$ cat config.mk
export PLATFORM = sky130hd
export DESIGN_NAME = dsr_top
export DESIGN_NICKNAME = d
export VERILOG_FILES = /design/src/inc/dsr_pkg.sv /design/src/rtl/dsr_channel.sv /design/src/rtl/dsr_top.sv
export SDC_FILE = /design/constraint.sdc
export NUM_CORES = 1
export LEC_CHECK = 0
export BUFFER_PORTS_ARGS = -buffer_cell sky130_fd_sc_hd__buf_2
export CAP_MARGIN = 20
export CORE_ASPECT_RATIO = 1.5
export CORE_MARGIN = 10
export CORE_UTILIZATION = 32
export DETAILED_ROUTE_END_ITERATION = 16
export PLACE_DENSITY = 0.59
export SYNTH_ARGS = -nofsm -noshare
export SYNTH_HDL_FRONTEND = slang
export SYNTH_SLANG_ARGS = --single-unit
$ cat constraint.sdc
create_clock -name clk -period 7.5 [get_ports clk]
set_input_delay 1.125 -clock clk [delete_from_list [all_inputs] [get_ports clk]]
set_output_delay 1.125 -clock clk [all_outputs]
set_load 0.01 [all_outputs]
$ cat src/inc/dsr_pkg.sv
// package for the dual serial register access block
package dsr_pkg;
  localparam int DATA_W = 8;
  localparam int PTR_W = 3;
  localparam int NUM_CH = 2;
  localparam int CH_B = 1;
  // register pointer codes
  localparam logic [2:0] PTR_CMD = 3'h0;
  localparam logic [2:0] PTR_IRQ_MODE = 3'h1;
  localparam logic [2:0] PTR_VECTOR = 3'h2;
  localparam logic [2:0] PTR_RX_PARAM = 3'h3;
  localparam logic [2:0] PTR_SHARED = 3'h4;
  localparam logic [2:0] PTR_TX_PARAM = 3'h5;
  // command byte fields
  localparam int PTR_LSB = 0;
  localparam int CMD_LSB = 3;
  localparam int CMD_W = 3;
  localparam logic [2:0] CMD_NULL = 3'h0;
  localparam logic [2:0] CMD_CH_RESET = 3'h3;
  // write register reset value
  localparam logic [7:0] REG_RST = 8'h00;
  // modified vector: bits 1..3 replaced by the pending condition code
  localparam int VEC_MOD_LSB = 1;
  localparam int VEC_MOD_W = 3;
  localparam logic [2:0] VEC_NO_IRQ = 3'h3;

  // one host access as seen at the pins
  typedef struct packed {
    logic wr;
    logic rd;
    logic ch_b;
    logic ctrl;
    logic [7:0] data;
  } dsr_access_s;

  // per-channel status inputs
  typedef struct packed {
    logic [7:0] primary;
    logic [7:0] rx_err;
  } dsr_status_s;

  // per-channel write register contents
  typedef struct packed {
    logic [7:0] irq_mode;
    logic [7:0] rx_param;
    logic [7:0] shared_param;
    logic [7:0] tx_param;
  } dsr_config_s;
endpackage

$ cat src/rtl/dsr_channel.sv
// one channel: pointer, command byte decode and write registers
`timescale 1ns/1ps
module dsr_channel
  import dsr_pkg::*;
#(
  parameter bit HAS_VECTOR = 1'b0
) (
  input wire logic clk,
  input wire logic sys_rst,
  input wire logic ctrl_wr,
  input wire logic ctrl_rd,
  input wire logic [7:0] wdata,
  output logic [2:0] ptr,
  output dsr_config_s cfg,
  output logic [7:0] vector_base,
  output logic chan_reset,
  output logic [2:0] basic_cmd
);
  logic [2:0] ptr_ff;
  logic [2:0] nxt_ptr;
  logic is_reset_cmd;

  assign ptr = ptr_ff;
  assign basic_cmd = wdata[CMD_LSB +: CMD_W];
  assign is_reset_cmd = (ptr_ff == PTR_CMD) && (basic_cmd == CMD_CH_RESET);
  // pulse valid in the write cycle of a reset command
  assign chan_reset = ctrl_wr && is_reset_cmd;

  // pointer walk: a command byte may aim it, any pointed access returns it
  always_comb begin
    nxt_ptr = ptr_ff;
    if (ctrl_wr) begin
      if (ptr_ff != PTR_CMD) begin
        nxt_ptr = PTR_CMD;
      end else if (is_reset_cmd) begin
        nxt_ptr = PTR_CMD;
      end else begin
        nxt_ptr = wdata[PTR_LSB +: PTR_W];
      end
    end else if (ctrl_rd) begin
      nxt_ptr = PTR_CMD;
    end
  end

  always_ff @(posedge clk or posedge sys_rst) begin
    if (sys_rst) begin
      ptr_ff <= PTR_CMD;
    end else begin
      ptr_ff <= nxt_ptr;
    end
  end

  // write registers; a channel reset clears the channel configuration
  always_ff @(posedge clk or posedge sys_rst) begin
    if (sys_rst) begin
      cfg <= '0;
    end else if (chan_reset) begin
      cfg <= '0;
    end else if (ctrl_wr) begin
      case (ptr_ff)
        PTR_IRQ_MODE: cfg.irq_mode <= wdata;
        PTR_RX_PARAM: cfg.rx_param <= wdata;
        PTR_SHARED: cfg.shared_param <= wdata;
        PTR_TX_PARAM: cfg.tx_param <= wdata;
        default: cfg <= cfg;
      endcase
    end
  end

  // vector base exists only where the parameter asks; it survives channel reset
  always_ff @(posedge clk or posedge sys_rst) begin
    if (sys_rst) begin
      vector_base <= REG_RST;
    end else if (HAS_VECTOR && ctrl_wr && ptr_ff == PTR_VECTOR) begin
      vector_base <= wdata;
    end
  end
endmodule

$ cat src/rtl/dsr_top.sv
// two-channel serial controller register access: pin decode and readback
`timescale 1ns/1ps
module dsr_top
  import dsr_pkg::*;
(
  input wire logic clk,
  input wire logic sys_rst,
  input wire logic host_wr,
  input wire logic host_rd,
  input wire logic chan_sel_b,
  input wire logic ctrl_sel,
  input wire logic [7:0] host_wdata,
  output logic [7:0] host_rdata,
  output logic host_rdata_valid,
  input wire dsr_status_s [1:0] ch_status,
  input wire logic irq_pending,
  input wire logic [2:0] irq_cond,
  output dsr_config_s [1:0] ch_config,
  output logic [7:0] vector_base,
  output logic [1:0] chan_reset,
  output logic [1:0] data_wr,
  output logic [1:0] data_rd,
  output logic [7:0] data_wdata,
  input wire logic [15:0] data_rdata
);
  dsr_access_s acc;
  logic [1:0] ctrl_wr;
  logic [1:0] ctrl_rd;
  logic [2:0] ptr [2];
  logic [7:0] vec_b [2];
  logic [7:0] mod_vector;
  logic [7:0] nxt_rdata;
  logic [7:0] rdata_ff;
  logic rvalid_ff;

  // access bundle from host pins; same clock, no synchroniser needed
  assign acc = '{wr: host_wr, rd: host_rd, ch_b: chan_sel_b, ctrl: ctrl_sel, data: host_wdata};

  genvar g;
  generate
    for (g = 0; g < NUM_CH; g++) begin : g_ch
      // route by channel select and control/data select
      assign ctrl_wr[g] = acc.wr && acc.ctrl && (acc.ch_b == (g == CH_B));
      assign ctrl_rd[g] = acc.rd && acc.ctrl && (acc.ch_b == (g == CH_B));
      assign data_wr[g] = acc.wr && !acc.ctrl && (acc.ch_b == (g == CH_B));
      assign data_rd[g] = acc.rd && !acc.ctrl && (acc.ch_b == (g == CH_B));
      dsr_channel #(.HAS_VECTOR(g == CH_B)) u_ch (
        .clk(clk),
        .sys_rst(sys_rst),
        .ctrl_wr(ctrl_wr[g]),
        .ctrl_rd(ctrl_rd[g]),
        .wdata(acc.data),
        .ptr(ptr[g]),
        .cfg(ch_config[g]),
        .vector_base(vec_b[g]),
        .chan_reset(chan_reset[g]),
        .basic_cmd()
      );
    end
  endgenerate

  assign vector_base = vec_b[CH_B];
  assign data_wdata = acc.data;

  // vector as modified by the pending condition; idle code when nothing pends
  always_comb begin
    mod_vector = vec_b[CH_B];
    mod_vector[VEC_MOD_LSB +: VEC_MOD_W] = irq_pending ? irq_cond : VEC_NO_IRQ;
  end

  // read mux; unpointed or unknown pointer gives primary status
  always_comb begin
    nxt_rdata = REG_RST;
    if (acc.rd && acc.ctrl) begin
      case (ptr[acc.ch_b])
        PTR_IRQ_MODE: nxt_rdata = ch_status[acc.ch_b].rx_err;
        PTR_VECTOR: nxt_rdata = acc.ch_b ? mod_vector : ch_status[0].primary;
        default: nxt_rdata = ch_status[acc.ch_b].primary;
      endcase
    end else if (acc.rd) begin
      // data bytes sit side by side, channel a low; the channel select picks one
      nxt_rdata = data_rdata[acc.ch_b * DATA_W +: DATA_W];
    end
  end

  // read data registered; valid the cycle after the read strobe
  always_ff @(posedge clk or posedge sys_rst) begin
    if (sys_rst) begin
      rdata_ff <= REG_RST;
    end else if (acc.rd) begin
      rdata_ff <= nxt_rdata;
    end
  end

  always_ff @(posedge clk or posedge sys_rst) begin
    if (sys_rst) begin
      rvalid_ff <= 1'b0;
    end else begin
      rvalid_ff <= acc.rd;
    end
  end

  assign host_rdata = rdata_ff;
  assign host_rdata_valid = rvalid_ff;
endmodule

[Yosys cells after proc, flatten, opt, wreduce, memory -nomap -nowiden]
Index checks and enable logic that the tools add are counted.
W data, S select, Z words.
Word-level totals
  bits in registers: 87
  output and inout bits: 95
  logic and storage cells: 101
Cells by class
  magnitude comparators: 2
  equality and inequality tests: 12
  shift-type cells: 1
  mux-type cells: 29
  bitwise gates (word level): 2
  reductions and logical operators: 42
Operators by type and width (count)
  $mux W32: 4
  $mux W8: 10
  $mux W3: 12
  $mux W16: 2
  $reduce_bool A2 Y1: 12
  $logic_and A1 B1 Y1: 17
  $pmux W8 S2: 1
  $reduce_and A2 Y1: 8
  $shiftx A16 B5 Y8: 1
  $eq A3 B2 Y1 const B: 5
  $eq A3 B3 Y1 const B: 4
  $eq A3 B1 Y1 const B: 3
  $logic_not A3 Y1: 2
  $reduce_bool A3 Y1: 2
  $ge A2 B2 Y1 const B: 1
  $lt A1 B2 Y1 const B: 1
  $not A1 Y2: 1
  $logic_not A1 Y1: 1
  $not A1 Y1: 1

[Depth between registers and ports, before layout]
  word-level depth: 7
  depth in mapped cells: 7

[By module]
A second synthesis with hierarchy kept.
Second synthesis, totals
  cell total of the unflattened synthesis: 446
  area, all modules: 4526.8 µm²
Modules (own cells, without submodules)
  dsr_channel (g_ch[1].u_ch): instances 1, cells each 164, area each 1881.8 µm²
  dsr_channel (g_ch[0].u_ch): instances 1, cells each 147, area each 1572.8 µm²
  dsr_top: instances 1, cells each 135, area each 1072.3 µm²

[Worst setup path after synthesis]
Ideal clock, no wire load.
  path kind: input -> output
  from: in host_wdata[5]
  to: out chan_reset[1]
  arrival time: 2159 ps
  required time: 6375 ps
  path slack: 4216 ps
  stages on the path: 7
  buffers on the path: 4
  path through: buf_2 and3b_1 buf_2 nand3_1 clkbuf_1 inv_1 buf_4
Between the ends
  word-level cells in the longest chain between the ends: 3
Ends and longest elaborated chain
  from (decl): RTL line dsr_top.sv:12  | input wire logic [7:0] host_wdata,
  $eq A3 B2 Y1: RTL line dsr_channel.sv:25  | assign is_reset_cmd = (ptr_ff == PTR_CMD) && (basic_cmd == CMD_CH_RESET);
  $logic_and A1 B1 Y1: RTL line dsr_channel.sv:25
  $logic_and A1 B1 Y1: RTL line dsr_channel.sv:27  | assign chan_reset = ctrl_wr && is_reset_cmd;
  to (decl): RTL line dsr_top.sv:20  | output logic [1:0] chan_reset,
Every way passes these cells.

[Worst setup path in the final report]
  from: in chan_sel_b
  to: out chan_reset[1]
Between the ends
  word-level cells in the longest chain between the ends: 2
Ends and longest elaborated chain
  from (decl): RTL line dsr_top.sv:10  | input wire logic chan_sel_b,
  $logic_and A1 B1 Y1: RTL line dsr_top.sv:43  | assign ctrl_wr[g] = acc.wr && acc.ctrl && (acc.ch_b == (g == CH_B));
  $logic_and A1 B1 Y1: RTL line dsr_channel.sv:27
Every way passes these cells.

==> results.yml <==
clocking:
  cts_resized: 0
  cts_max_level: 3
  hold_buffers: 0
  numCtsBuffers: 9
  cts_tree: "yes"
  post-cts-setup-buffers: 0
  clkSlewWorstSetupHoldPaths_ps: 60
  clkLatencyLatePin_ps: 340
  root_buffer: "clkbuf_16"
  cts.sinks: 87
  cts_buffer_depth: 2
final_layout:
  most-common-layout-cells: "buf_2 (160), dfrtp_1 (87), mux2_2 (41)"
  diodes: 0
  syn_to_final_growth_pct: 26.0
  drive_gt1_frac: 0.437
  final_common_cell: "buf_2"
  nFillCells: 1312
  nets: 568
logic_synthesis:
  syn-instance-count: 369
  synth_area_sq_um: 4200
  synth_seq_cells: 87
  async_flop_share: 1.00
  avgSynthCellArea_sq_um: 11.4
  synth.distinct_cells: 41
  synth-seq-area-share: 0.518
  yosysWarnings: 0
  synth_ff_type: "dfrtp_1"
  synth_fp_nets: 435
  synth_edf_count: 0
detailed_routing:
  dr_total_vias: 3462
  drt_pre_antenna_iters: 4
  vias_per_cell: 5.22
  drc: 0
  wl_um: 13700
  final_antenna_net_count: 0
  drtIter0Drc: 184
  routedWlPerCell_um: 20.6
timing:
  relSlewSlack: 0.317
  rsz0062_at_grt: "false"
  maxSlewViolCount: 0
  worst_slack_ps: 3450
  worst_pin_slew_ps: 1020
  final-setup-viol-count: 0
  finalCritPeriodShare: 0.540
  hold_viol: 0
  clock_skew_ps: 5.77
  period_minus_slack_ps: 4050
  clock.fmax_ghz: 0.247
  tns_ps: 0
die:
  core_region_area_sq_um: 13000
  rows: 51
  dieHeight_um: 160
  dieArea_sq_um: 18200
  ios: 161
  initial_core_util: 0.324
  die_w_um: 114
placed_design:
  port_buffers: 160
  hpwl_um: 10200
  pre_cts_ws_ps: 3450
  gp_congestion: 0.771
power_and_ir_drop:
  power_mw: 1.70
  vdd_drop_max_mv: 0.141
  p_leak_nw: 2.73
  powerDensity_nw_per_um2: 321
global_route:
  antenna_found_initial: 0
  first_global_vias: 3784
  grt_max_degree: 69
  grt_pass1_wl_um: 21200
  grt-ovfl-total: 0
  grt_usage: 0.147
min_path:
  hold_path.class: "reg2reg"
setup_path:
  start_kind: "input port"
  worst-endpoint-required_ps: 6380
  end_kind: "output port"
  crit_type: "in2out"
  crit_fanout: 47
  worstPathArrival_ps: 2920
outcome:
  status: "finished clean"
job:
  drv_cap: 0
[layout make-up]
class                   count  area, sq um  share of cell area
repair buffers            161          808               0.153
multi-input cells         231         1770               0.335
flip-flops and latches     87         2180               0.412
clock inverters             1         30.0             0.00568
well taps                 159          199              0.0376
inverters                  12         46.3             0.00875
clock buffers              12          256              0.0485
[final timing paths]
| kind | start | to | slack (ps) | cells past startpoint |
|---|---|---|---|---|
| setup / recovery | chan_sel_b | chan_reset[1] | 3450 | 5 |
| hold / removal | g_ch[1].u_ch.cfg[30] | g_ch[1].u_ch.cfg[30] | 480 | 2 |
| setup reg to reg | g_ch[0].u_ch.ptr[1] | g_ch[0].u_ch.cfg[25] | 5130 | 4 |
| hold reg to reg | g_ch[1].u_ch.cfg[30] | g_ch[1].u_ch.cfg[30] | 480 | 2 |
| max in group asynchronous | sys_rst | g_ch[0].u_ch.cfg[25] | 5570 | 3 |
| min in group asynchronous | sys_rst | g_ch[1].u_ch.cfg[24] | 750 | 2 |
[stage by stage]
stage                     std cells  hold slack (ps)  cell area [sq um]   util
final                           663              480               5290  0.408
after global routing            663              514               5290  0.408
after CTS                       663              488               5290  0.408
after detailed placement        650              466               5000  0.386
after global placement          650              463               5000  0.386
after floorplan                 369              513               4200      -
[routing by layer]
| layer | vias up | routed length (um) | share of wire | global-route usage |
|---|---|---|---|---|
| li1 | 1601 | - | - | - |
| met1 | 1729 | 5180 | 0.38 | 0.158 |
| met2 | 119 | 7230 | 0.53 | 0.260 |
| met3 | 13 | 1010 | 0.074 | 0.0451 |
| met4 | 0 | 259 | 0.019 | 0.0579 |
| met5 | - | 0 | 0 | 0 |
[worst max-delay path, stage by stage]
cell	delay [ps]
buf_2	670
and4b_1	390
nand3_1	430
inv_1	140
buf_2	140
[power by group]
part / switching (mW) / internal (mW)
clock: 0.170 / 0.271
combinational: 0.271 / 0.248
sequential: 0.114 / 0.625
total: 0.555 / 1.14
[registers in the layout (all words and copies together) (netlist names)]
register,count
g_ch.u_ch.cfg,64
host_rdata,8
host_rdata_valid,1
g_ch.u_ch.ptr,6
g_ch.u_ch.vector_base,8
[synth_stat cells, types with 2 or more instances]
master,count,area share
buf_4,12,0.021
and2_1,9,0.013
and3b_1,4,0.0083
dfrtp_1,87,0.52
mux2i_1,9,0.021
a22oi_1,5,0.0089
clkbuf_1,14,0.013
or3_1,3,0.0045
a221oi_1,5,0.010
nand3_1,5,0.0060
nor3_1,4,0.0048
a32oi_1,3,0.0063
o211ai_1,3,0.0054
buf_1,2,0.0018
nor2b_1,7,0.010
nand2b_1,2,0.0030
a221o_1,8,0.019
nand2_1,31,0.028
buf_2,11,0.013
o21ai_0,22,0.026
o22ai_1,10,0.015
nor3b_1,3,0.0054
mux2_2,41,0.11
a22o_1,33,0.069
mux2_1,2,0.0054
a21oi_1,6,0.0072
inv_1,12,0.011
nor2_1,3,0.0027
[cells by family (layout without fill, tap and decap cells)]
kind of cell,Yosys count,count (layout),share of synthesized area
muxes,52,52,0.137
AOI/OAI and AO/OA,102,102,0.185
DFF,87,87,0.518
and+or+nand+nor,77,77,0.100
buffers and inverters,51,186,0.0596
No activity file was read; power rests on OpenSTA's default activity.
